### src/hdl/rtcrb_defs.vh
/*
  Constants for the calendar register block: the register map, control bit
  positions, the control reset value, the BCD limits and the timing figures.
  Assumes the including file is plain Verilog-2005 and uses these only as
  constants.
*/
`ifndef RTCRB_DEFS_VH
`define RTCRB_DEFS_VH

// ****************************************************************
// register map
// ****************************************************************
`define RTCRB_SECONDS_COUNT   6'h00
`define RTCRB_MINUTES_COUNT   6'h01
`define RTCRB_HOURS_COUNT     6'h02
`define RTCRB_WEEKDAY_COUNT   6'h03
`define RTCRB_DATE_COUNT      6'h04
`define RTCRB_MONTH_COUNT     6'h05
`define RTCRB_YEAR_COUNT      6'h06
`define RTCRB_OUTPUT_CONTROL  6'h07
`define RTCRB_STORAGE_FIRST   6'h08
`define RTCRB_STORAGE_LAST    6'h3f
`define RTCRB_STORAGE_DEPTH   56

// ****************************************************************
// field positions and masks
// ****************************************************************
`define RTCRB_HALT_BIT        7
`define RTCRB_HOUR12_BIT      6
`define RTCRB_MERIDIEM_BIT    5
`define RTCRB_OUT_LEVEL_BIT   7
`define RTCRB_STOP_FLAG_BIT   5
`define RTCRB_WAVE_EN_BIT     4
`define RTCRB_RATE_HI_BIT     1
`define RTCRB_RATE_LO_BIT     0
`define RTCRB_MASK_SECONDS    8'hff
`define RTCRB_MASK_MINUTES    8'h7f
`define RTCRB_MASK_HOURS      8'h7f
`define RTCRB_MASK_WEEKDAY    8'h07
`define RTCRB_MASK_DATE       8'h3f
`define RTCRB_MASK_MONTH      8'h1f
`define RTCRB_MASK_YEAR       8'hff
`define RTCRB_MASK_CONTROL    8'hb3

// ****************************************************************
// reset values
// ****************************************************************
`define RTCRB_CONTROL_RESET   8'hb3
`define RTCRB_SECONDS_RESET   8'h80
`define RTCRB_DATE_RESET      8'h01

// ****************************************************************
// bcd limits
// ****************************************************************
`define RTCRB_BCD_59          8'h59
`define RTCRB_BCD_23          8'h23
`define RTCRB_BCD_12          8'h12
`define RTCRB_BCD_11          8'h11
`define RTCRB_BCD_99          8'h99
`define RTCRB_WEEKDAY_LAST    8'h07

// ****************************************************************
// timing
// ****************************************************************
`define RTCRB_CLK_MHZ         100
`define RTCRB_OSC_LOSS_US     200
`define RTCRB_DIV_WIDTH       15
`define RTCRB_DIV_TAP_1HZ     14
`define RTCRB_DIV_TAP_4K      2
`define RTCRB_DIV_TAP_8K      1

`endif

### src/hdl/rtcrb_block.v
/*
  Calendar register block: BCD time and date counters, control register for
  the wave output pin, oscillator stop flag and 56 bytes of storage, all in
  one 64-location space behind an auto-incrementing pointer.
  Assumes a two-wire slave engine on clk_i supplies one-cycle strobes for
  start, stop, pointer load, byte write (at the acknowledge) and byte read,
  at most one per cycle; the 32.768 kHz oscillator and the power-fail level
  arrive asynchronously and are sampled here.
*/
`timescale 1ns/1ns
`include "rtcrb_defs.vh"

module rtcrb_block #(
  parameter OSC_LOSS_CYC = `RTCRB_OSC_LOSS_US * `RTCRB_CLK_MHZ
) (
  // clock and reset
  input  wire       clk_i,
  input  wire       reset_n_i,
  // asynchronous inputs
  input  wire       osc_clk_i,
  input  wire       power_fail_i,
  // byte strobes from the serial engine
  input  wire       bus_start_i,
  input  wire       bus_stop_i,
  input  wire       ptr_load_i,
  input  wire       wr_byte_i,
  input  wire       rd_byte_i,
  input  wire [7:0] wr_data_i,
  // read data toward the serial engine
  output reg  [7:0] rd_data_o,
  output reg  [5:0] reg_ptr_o,
  // wave output pin
  output reg        wave_output_pin_o
);

  // ****************************************************************
  // functions
  // ****************************************************************
  // packed bcd increment, no range check
  function [7:0] bcd_inc;
    input [7:0] v;
    begin
      bcd_inc = (v[3:0] == 4'h9) ? {v[7:4] + 4'h1, 4'h0} : {v[7:4], v[3:0] + 4'h1};
    end
  endfunction

  // last date of a month, bcd, with leap years for year 00-99
  function [7:0] month_last;
    input [7:0] mon;
    input [7:0] yr;
    reg leap;
    begin
      leap = (~yr[4] & (yr[3:0] == 4'h0 || yr[3:0] == 4'h4 || yr[3:0] == 4'h8)) |
             (yr[4] & (yr[3:0] == 4'h2 || yr[3:0] == 4'h6));
      case (mon)
        8'h02:   month_last = leap ? 8'h29 : 8'h28;
        8'h04, 8'h06, 8'h09, 8'h11: month_last = 8'h30;
        default: month_last = 8'h31;
      endcase
    end
  endfunction

  // ****************************************************************
  // input synchronisers
  // ****************************************************************
  reg [2:0] osc_sync;
  reg [2:0] pf_sync;
  reg       osc_level;
  reg       power_fail;

  // three stages; a change counts when stages two and three agree
  always @(posedge clk_i) begin
    if (!reset_n_i) begin
      {osc_sync, pf_sync, osc_level, power_fail} <= 8'h00;
    end else begin
      osc_sync <= {osc_sync[1:0], osc_clk_i};
      pf_sync  <= {pf_sync[1:0], power_fail_i};
      if (osc_sync[2] == osc_sync[1]) begin
        osc_level <= osc_sync[2];
      end
      if (pf_sync[2] == pf_sync[1]) begin
        power_fail <= pf_sync[2];
      end
    end
  end

  wire osc_rise = (osc_sync[2] == osc_sync[1]) & osc_sync[2] & ~osc_level;

  // host strobes are ignored while main supply is low
  wire acc_ok   = ~power_fail;
  wire do_start = acc_ok & bus_start_i;
  wire do_stop  = acc_ok & bus_stop_i;
  wire do_load  = acc_ok & ptr_load_i;
  wire do_wr    = acc_ok & wr_byte_i;
  wire do_rd    = acc_ok & rd_byte_i;

  // ****************************************************************
  // registers
  // ****************************************************************
  reg [7:0] seconds_count;
  reg [7:0] minutes_count;
  reg [7:0] hours_count;
  reg [7:0] weekday_count;
  reg [7:0] date_count;
  reg [7:0] month_count;
  reg [7:0] year_count;
  reg [7:0] output_and_status_control;
  reg [7:0] general_storage [0:`RTCRB_STORAGE_DEPTH-1];
  reg [55:0] shadow;
  reg [`RTCRB_DIV_WIDTH-1:0] div_cnt;
  reg [15:0] loss_cnt;
  reg        osc_running;

  // oscillator halt bit and loss of oscillator edges both stop it
  wire halted    = seconds_count[`RTCRB_HALT_BIT];
  wire osc_lost  = (loss_cnt >= OSC_LOSS_CYC[15:0]);
  wire run_now   = ~halted & ~osc_lost;
  wire osc_tick  = osc_rise & ~halted;
  wire sec_tick  = osc_tick & (&div_cnt);

  // pointer increment after each stored or returned byte
  wire       step    = do_wr | do_rd;
  wire [5:0] ptr_inc = reg_ptr_o + 6'h01;
  wire       wrap0   = step & (ptr_inc == `RTCRB_SECONDS_COUNT);
  wire       in_ram  = (reg_ptr_o >= `RTCRB_STORAGE_FIRST);
  wire [5:0] ram_idx = reg_ptr_o - `RTCRB_STORAGE_FIRST;

  // ****************************************************************
  // oscillator watch and sub-second divider
  // ****************************************************************
  // count clk cycles since the last oscillator edge
  always @(posedge clk_i) begin
    if (!reset_n_i) begin
      {loss_cnt, osc_running} <= 17'h00000;
    end else begin
      osc_running <= run_now;
      if (osc_rise) begin
        loss_cnt <= 16'h0000;
      end else if (!osc_lost) begin
        loss_cnt <= loss_cnt + 16'h0001;
      end
    end
  end

  // divider restarts on any seconds write
  always @(posedge clk_i) begin
    if (!reset_n_i) begin
      div_cnt <= {`RTCRB_DIV_WIDTH{1'b0}};
    end else if (do_wr && reg_ptr_o == `RTCRB_SECONDS_COUNT) begin
      div_cnt <= {`RTCRB_DIV_WIDTH{1'b0}};
    end else if (osc_tick) begin
      div_cnt <= div_cnt + {{(`RTCRB_DIV_WIDTH-1){1'b0}}, 1'b1};
    end
  end

  // ****************************************************************
  // calendar counters and host writes
  // ****************************************************************
  reg [7:0] next_sec;
  reg [7:0] next_min;
  reg [7:0] next_hour;
  reg [7:0] next_wday;
  reg [7:0] next_date;
  reg [7:0] next_mon;
  reg [7:0] next_year;
  reg       c_min;
  reg       c_hour;
  reg       c_day;
  reg       c_mon;
  reg       c_year;

  // carry chain from the one-second tick
  always @* begin
    next_sec  = seconds_count;
    next_min  = minutes_count;
    next_hour = hours_count;
    next_wday = weekday_count;
    next_date = date_count;
    next_mon  = month_count;
    next_year = year_count;
    c_min     = 1'b0;
    c_hour    = 1'b0;
    c_day     = 1'b0;
    c_mon     = 1'b0;
    c_year    = 1'b0;
    if (sec_tick) begin
      // seconds and minutes 00-59
      if (seconds_count[6:0] == `RTCRB_BCD_59) begin
        next_sec = {seconds_count[7], 7'h00};
        c_min    = 1'b1;
      end else begin
        next_sec = bcd_inc({1'b0, seconds_count[6:0]}) | {seconds_count[7], 7'h00};
      end
    end
    if (c_min) begin
      if (minutes_count == `RTCRB_BCD_59) begin
        next_min = 8'h00;
        c_hour   = 1'b1;
      end else begin
        next_min = bcd_inc(minutes_count);
      end
    end
    if (c_hour) begin
      if (hours_count[`RTCRB_HOUR12_BIT]) begin
        // twelve-hour: 12, 1 .. 11, meridiem toggles at 11 to 12
        if (hours_count[4:0] == `RTCRB_BCD_11) begin
          next_hour = {hours_count[7:6], ~hours_count[5], 5'h12};
          c_day     = hours_count[`RTCRB_MERIDIEM_BIT];
        end else if (hours_count[4:0] == `RTCRB_BCD_12) begin
          next_hour = {hours_count[7:5], 5'h01};
        end else begin
          next_hour = bcd_inc({3'h0, hours_count[4:0]}) | {hours_count[7:5], 5'h00};
        end
      end else if (hours_count[5:0] == `RTCRB_BCD_23) begin
        // twenty-four hour, bit 5 is the twenties digit
        next_hour = {hours_count[7:6], 6'h00};
        c_day     = 1'b1;
      end else begin
        next_hour = bcd_inc({2'h0, hours_count[5:0]}) | {hours_count[7:6], 6'h00};
      end
    end
    if (c_day) begin
      // weekday 1-7, advanced at midnight
      next_wday = (weekday_count == `RTCRB_WEEKDAY_LAST) ? 8'h01 :
                  bcd_inc(weekday_count);
      // month length and leap years
      if (date_count == month_last(month_count, year_count)) begin
        next_date = 8'h01;
        c_mon     = 1'b1;
      end else begin
        next_date = bcd_inc(date_count);
      end
    end
    if (c_mon) begin
      if (month_count == `RTCRB_BCD_12) begin
        next_mon = 8'h01;
        c_year   = 1'b1;
      end else begin
        next_mon = bcd_inc(month_count);
      end
    end
    if (c_year) begin
      next_year = (year_count == `RTCRB_BCD_99) ? 8'h00 : bcd_inc(year_count);
    end
  end

  // counters take the tick result, a host write to one register wins
  always @(posedge clk_i) begin
    if (!reset_n_i) begin
      {seconds_count, minutes_count, hours_count, weekday_count, date_count,
       month_count, year_count} <= {`RTCRB_SECONDS_RESET, 8'h00, 8'h00, 8'h01,
       `RTCRB_DATE_RESET, `RTCRB_DATE_RESET, 8'h00};
    end else begin
      {seconds_count, minutes_count, hours_count, weekday_count, date_count,
       month_count, year_count} <= {next_sec, next_min, next_hour, next_wday,
       next_date, next_mon, next_year};
      if (do_wr) begin
        // fixed zero bits are masked off on write
        case (reg_ptr_o)
          `RTCRB_SECONDS_COUNT: seconds_count <= wr_data_i & `RTCRB_MASK_SECONDS;
          `RTCRB_MINUTES_COUNT: minutes_count <= wr_data_i & `RTCRB_MASK_MINUTES;
          `RTCRB_HOURS_COUNT:   hours_count   <= wr_data_i & `RTCRB_MASK_HOURS;
          `RTCRB_WEEKDAY_COUNT: weekday_count <= wr_data_i & `RTCRB_MASK_WEEKDAY;
          `RTCRB_DATE_COUNT:    date_count    <= wr_data_i & `RTCRB_MASK_DATE;
          `RTCRB_MONTH_COUNT:   month_count   <= wr_data_i & `RTCRB_MASK_MONTH;
          `RTCRB_YEAR_COUNT:    year_count    <= wr_data_i & `RTCRB_MASK_YEAR;
          default: ;
        endcase
      end
    end
  end

  // ****************************************************************
  // control register
  // ****************************************************************
  // stop flag set on run to stopped; set beats a clearing write
  always @(posedge clk_i) begin
    if (!reset_n_i) begin
      output_and_status_control <= `RTCRB_CONTROL_RESET;
    end else begin
      if (do_wr && reg_ptr_o == `RTCRB_OUTPUT_CONTROL) begin
        output_and_status_control <= (wr_data_i & `RTCRB_MASK_CONTROL &
                                      ~(8'h01 << `RTCRB_STOP_FLAG_BIT)) |
                                     ({7'h00, wr_data_i[`RTCRB_STOP_FLAG_BIT] &
                                       output_and_status_control[`RTCRB_STOP_FLAG_BIT]}
                                      << `RTCRB_STOP_FLAG_BIT);
      end
      if (osc_running && !run_now) begin
        output_and_status_control[`RTCRB_STOP_FLAG_BIT] <= 1'b1;
      end
    end
  end

  // ****************************************************************
  // storage
  // ****************************************************************
  // plain storage, no reset, contents kept across supply loss
  always @(posedge clk_i) begin
    if (do_wr && in_ram) begin
      general_storage[ram_idx] <= wr_data_i;
    end
  end

  // ****************************************************************
  // pointer and read buffer
  // ****************************************************************
  // pointer loads from first write byte, steps after each byte
  always @(posedge clk_i) begin
    if (!reset_n_i) begin
      reg_ptr_o <= 6'h00;
    end else if (do_load) begin
      reg_ptr_o <= wr_data_i[5:0];
    end else if (step) begin
      reg_ptr_o <= ptr_inc; // wraps 3f to 00
    end
  end

  // copy time into the read buffer on start, stop, rollover
  always @(posedge clk_i) begin
    if (!reset_n_i) begin
      shadow <= 56'h00000000000000;
    end else if (do_start || do_stop || wrap0) begin
      shadow <= {year_count, month_count, date_count, weekday_count,
                 hours_count, minutes_count, seconds_count};
    end
  end

  // read data follows the pointer one cycle later
  always @(posedge clk_i) begin
    if (!reset_n_i) begin
      rd_data_o <= 8'h00;
    end else if (in_ram) begin
      rd_data_o <= general_storage[ram_idx];
    end else if (reg_ptr_o == `RTCRB_OUTPUT_CONTROL) begin
      rd_data_o <= output_and_status_control & `RTCRB_MASK_CONTROL;
    end else begin
      rd_data_o <= shadow[{reg_ptr_o[2:0], 3'h0} +: 8];
    end
  end

  // ****************************************************************
  // wave output pin
  // ****************************************************************
  reg wave_src;
  // rate select taps on the divider, or the oscillator level gated off by the halt bit at 11
  always @*
    case ({output_and_status_control[`RTCRB_RATE_HI_BIT],
           output_and_status_control[`RTCRB_RATE_LO_BIT]})
      2'b00:   wave_src = div_cnt[`RTCRB_DIV_TAP_1HZ];
      2'b01:   wave_src = div_cnt[`RTCRB_DIV_TAP_4K];
      2'b10:   wave_src = div_cnt[`RTCRB_DIV_TAP_8K];
      default: wave_src = osc_level & ~halted;
    endcase

  // enabled wave or static level bit
  always @(posedge clk_i) begin
    if (!reset_n_i) begin
      wave_output_pin_o <= 1'b1;
    end else if (output_and_status_control[`RTCRB_WAVE_EN_BIT]) begin
      wave_output_pin_o <= wave_src;
    end else begin
      wave_output_pin_o <= output_and_status_control[`RTCRB_OUT_LEVEL_BIT];
    end
  end

endmodule

### config.mk
export PLATFORM = sky130hd
export DESIGN_NAME = rtcrb_block
export DESIGN_NICKNAME = d
export VERILOG_FILES = /design/src/hdl/rtcrb_block.v
export VERILOG_INCLUDE_DIRS = /design/src /design/src/hdl
export SDC_FILE = /design/constraint.sdc
export NUM_CORES = 1
export LEC_CHECK = 0
export BUFFER_PORTS_ARGS = -buffer_cell sky130_fd_sc_hd__clkbuf_2
export CAP_MARGIN = 40
export CELL_PAD_IN_SITES_DETAIL_PLACEMENT = 1
export CELL_PAD_IN_SITES_GLOBAL_PLACEMENT = 1
export CORE_AREA = 5 5 312 222
export CTS_CLUSTER_DIAMETER = 50
export CTS_CLUSTER_SIZE = 12
export DETAILED_ROUTE_END_ITERATION = 12
export DIE_AREA = 0 0 317 227
export PLACE_DENSITY_LB_ADDON = 0.1
export SLEW_MARGIN = 40
export SYNTH_ARGS = -nofsm -noshare
export SYNTH_HDL_FRONTEND = slang
export SYNTH_SLANG_ARGS = --single-unit
### constraint.sdc
create_clock -name clk_i -period 4.35 [get_ports clk_i]
set_clock_uncertainty 0.1 [all_clocks]
set_input_delay 0.435 -clock clk_i [delete_from_list [all_inputs] [get_ports clk_i]]
set_output_delay 0.435 -clock clk_i [all_outputs]
set_load 0.01 [all_outputs]
==> impl_metrics.env <==
export IMPL_status="finished, final reports clean"
export IMPL_synthFlopType="edfxtp_1"
export IMPL_place_ws_ps=1170
export IMPL_dr_pass1_iters=5
export IMPL_clk_latency_ps=640
export IMPL_path_class="flop to flop"
export IMPL_synth_cell_area_um2=26100
export IMPL_critPathBufInv=1
export IMPL_syn_to_final_growth_pct=13.5
export IMPL_grt_pass1_vias=16400
export IMPL_cts_tree="done"
export IMPL_cts_setup_buffers=0
export IMPL_place_gp_congestion=0.811
export IMPL_start_util_pct=39.5
export IMPL_synth_seq_cells=618
export IMPL_rsz0062_at_grt="no"
export IMPL_critical_path_max_stage_delay_ps=820
export IMPL_finalWirelength_um=76800
export IMPL_setup_ws_ps=1110
export IMPL_start_kind="flop"
export IMPL_fp_dieW_um=317
export IMPL_final_cell_mix="448 x edfxtp_1, 242 x nor2_1, 167 x dfxtp_1, 127 x mux2i_1, 120 x mux4_2"
export IMPL_ant_nets=0
export IMPL_ys_warnings_count=0
export IMPL_max_cap_violations=0
export IMPL_ys_seq_area_share_pct=64.7
export IMPL_critPathCaptureType="flop"
export IMPL_track_usage_pct=21.4
export IMPL_final_common_cell="edfxtp_1"
export IMPL_grt_pass1_wl_um=113000
export IMPL_num_vias=16000
export IMPL_synthCells=1825
export IMPL_leakage_nw=9.78
export IMPL_viasPerCell=5.63
export IMPL_hp_class="input port to flop"
export IMPL_insertedDiodeCount=0
export IMPL_seq_area_um2=16900
export IMPL_ios=32
export IMPL_syn_area_per_cell_um2=14.3
export IMPL_clkTransAtPathRegs_ps=70
export IMPL_io_buffers=31
export IMPL_multi_input_comb_area_um2=8650
export IMPL_numCtsBuffers=61
export IMPL_route_detailed_drc=0
export IMPL_period_needed_ps=3240
export IMPL_h_tree_depth=2
export IMPL_crit_fanout=16
export IMPL_fin_crit_sh_pct=74.6
export IMPL_path_delay_family="simple AND/OR/NAND/NOR gates"
export IMPL_synth_edf_count=448
export IMPL_wl_per_cell_um=27.0
export IMPL_p_per_area_nw_per_um2=421
export IMPL_crit_slowest_cell="nor2_1"
export IMPL_maxSlewViolCount=0
export IMPL_coreArea_um2=65900
export IMPL_vdd_drop_max_mv=0.298
export IMPL_worst_pin_slew_ps=826
export IMPL_grt_max_degree=64
export IMPL_overflow=0
export IMPL_die_h_um=227
export IMPL_cp_required_ps=4510
export IMPL_clockBufferDepth=3
export IMPL_nets=1957
export IMPL_crit_chain="inv_1 > ha_1 > nor2b_1 > nand2_1 > nor2_1"
export IMPL_num_fill_cells=6630
export IMPL_syn_num_nets=1874
export IMPL_yosysUniqueCellTypes=67
export IMPL_antenna_found_initial=8
export IMPL_relSlewSlack_pct=43.4
export IMPL_rows=79
export IMPL_cts_resized=0
export IMPL_dieArea_um2=72000
export IMPL_clockRootBuffer="clkbuf_16"
export IMPL_drive_gt1_share_pct=18.0
export IMPL_dpl_hpwl_um=51200
export IMPL_clkSinkCount=618
export IMPL_max_freq_mhz=308
export IMPL_finalSetupViolCount=0
export IMPL_tns_ps=0
export IMPL_arrival_ps=3410
export IMPL_drt_iter0_markers=1563
export IMPL_async_flop_share_pct=0
export IMPL_hold_viol=0
## report_power, final
part | internal (mW) | switching [mW] | leakage, nW
clock network | 2.81 | 2.29 | 0.888
logic | 0.330 | 0.557 | 3.48
registers | 6.36 | 0.111 | 5.41
## worst paths after layout
| path | from | endpoint | slack, ps | cells past startpoint |
|---|---|---|---|---|
| setup reg to reg | reg_ptr_o[3] | general_storage[40][5] | 1110 | 5 |
| hold reg to reg | pf_sync[0] | pf_sync[1] | 330 | 1 |
| hold / removal | wr_data_i[4] | minutes_count[4] | 60 | 3 |
| setup / recovery | reg_ptr_o[3] | general_storage[40][5] | 1110 | 5 |
## worst reg2reg max path, stage by stage (launching register included)
cell     delay [ps]
dfxtp_1         650
inv_1           180
ha_1            420
nor2b_1         210
nand2_1         490
nor2_1          830
## cell families (layout without fill, tap and decap cells)
family,count (synthesis),in the layout,share of synthesized area (%)
compound gates,220,220,5.15
simple gates,513,513,9.34
xor+xnor,43,43,1.45
flops,618,618,64.7
mux,255,255,15.6
fa+ha+maj,32,32,1.54
buf+inv,144,276,2.24
## registers in the layout (all words and copies together), names as in the netlist, 5 cells and up
signal,flops
date_count,8
div_cnt,15
year_count,8
weekday_count,8
general_storage,448
output_and_status_control,5
hours_count,7
rd_data_o,8
shadow,55
minutes_count,8
seconds_count,8
reg_ptr_o,6
loss_cnt,16
month_count,8
## final cells by class
type | count | share of cell area (%)
clock buffer | 101 | 5.80
sequential | 618 | 57.0
multi-input combinational | 1063 | 29.2
inverter | 37 | 0.469
tap | 891 | 3.77
clock inverter | 11 | 0.491
timing repair buffer | 127 | 3.22
## through the flow
step | hold WS [ps] | instance area [um^2] | instances | utilization [%] | total power, mW
floorplan | 312 | 26100 | 1825 | - | 7.06
global placement | 324 | 27700 | 2732 | 41.9 | 7.47
detailed placement | 319 | 27700 | 2734 | 42.0 | 7.49
CTS | 25.8 | 29600 | 2848 | 44.9 | 12.6
global route | 53.3 | 29600 | 2848 | 44.9 | 12.9
finish | 58.2 | 29600 | 2848 | 44.9 | 12.5
## timing repair
item	4_1_cts	5_1_grt
setup endpoints to repair	0	0
endpoints found under the hold margin	2	0
hold buffers	2	0
## synth_stat cells, types with 3 or more instances
library cell	count	share of area (%)
ha_1	32	1.5
or3b_2	3	0.10
or4_1	5	0.14
a211oi_1	12	0.35
and2_1	14	0.34
nor2_1	246	3.5
nand3_1	40	0.77
a311oi_1	8	0.27
nor4b_1	3	0.10
and4_1	6	0.20
clkbuf_1	75	1.1
o21ai_0	58	1.1
mux2_2	8	0.35
inv_1	35	0.50
edfxtp_1	448	52
nor4_1	12	0.29
buf_2	19	0.36
nor3b_1	6	0.17
buf_1	10	0.14
nor3_1	20	0.38
o22ai_1	29	0.70
o211ai_1	7	0.20
nand2_1	85	1.2
mux2i_1	127	4.9
or3_1	13	0.31
xor2_1	16	0.54
nor2b_1	8	0.19
xnor2_1	27	0.91
nand4_1	11	0.26
and3_1	13	0.31
nand4b_1	4	0.13
a31oi_1	14	0.34
o311ai_0	3	0.10
and3b_1	3	0.10
nand2b_1	5	0.12
nand3b_1	4	0.12
mux4_2	120	10
a22oi_1	13	0.37
a21oi_1	61	1.2
dfxtp_1	170	13
## routing by layer
layer / part of all wire [%] / GRT usage (%) / vias up
met1: 50 / 34.1 / 8399
met4: 1.8 / 4.18 / 6
met5: 0.052 / 0 / -
met2: 41 / 30.1 / 391
met3: 7.1 / 4.92 / 108
li1: - / - / 7118
Power figures use the tool's default switching activity.
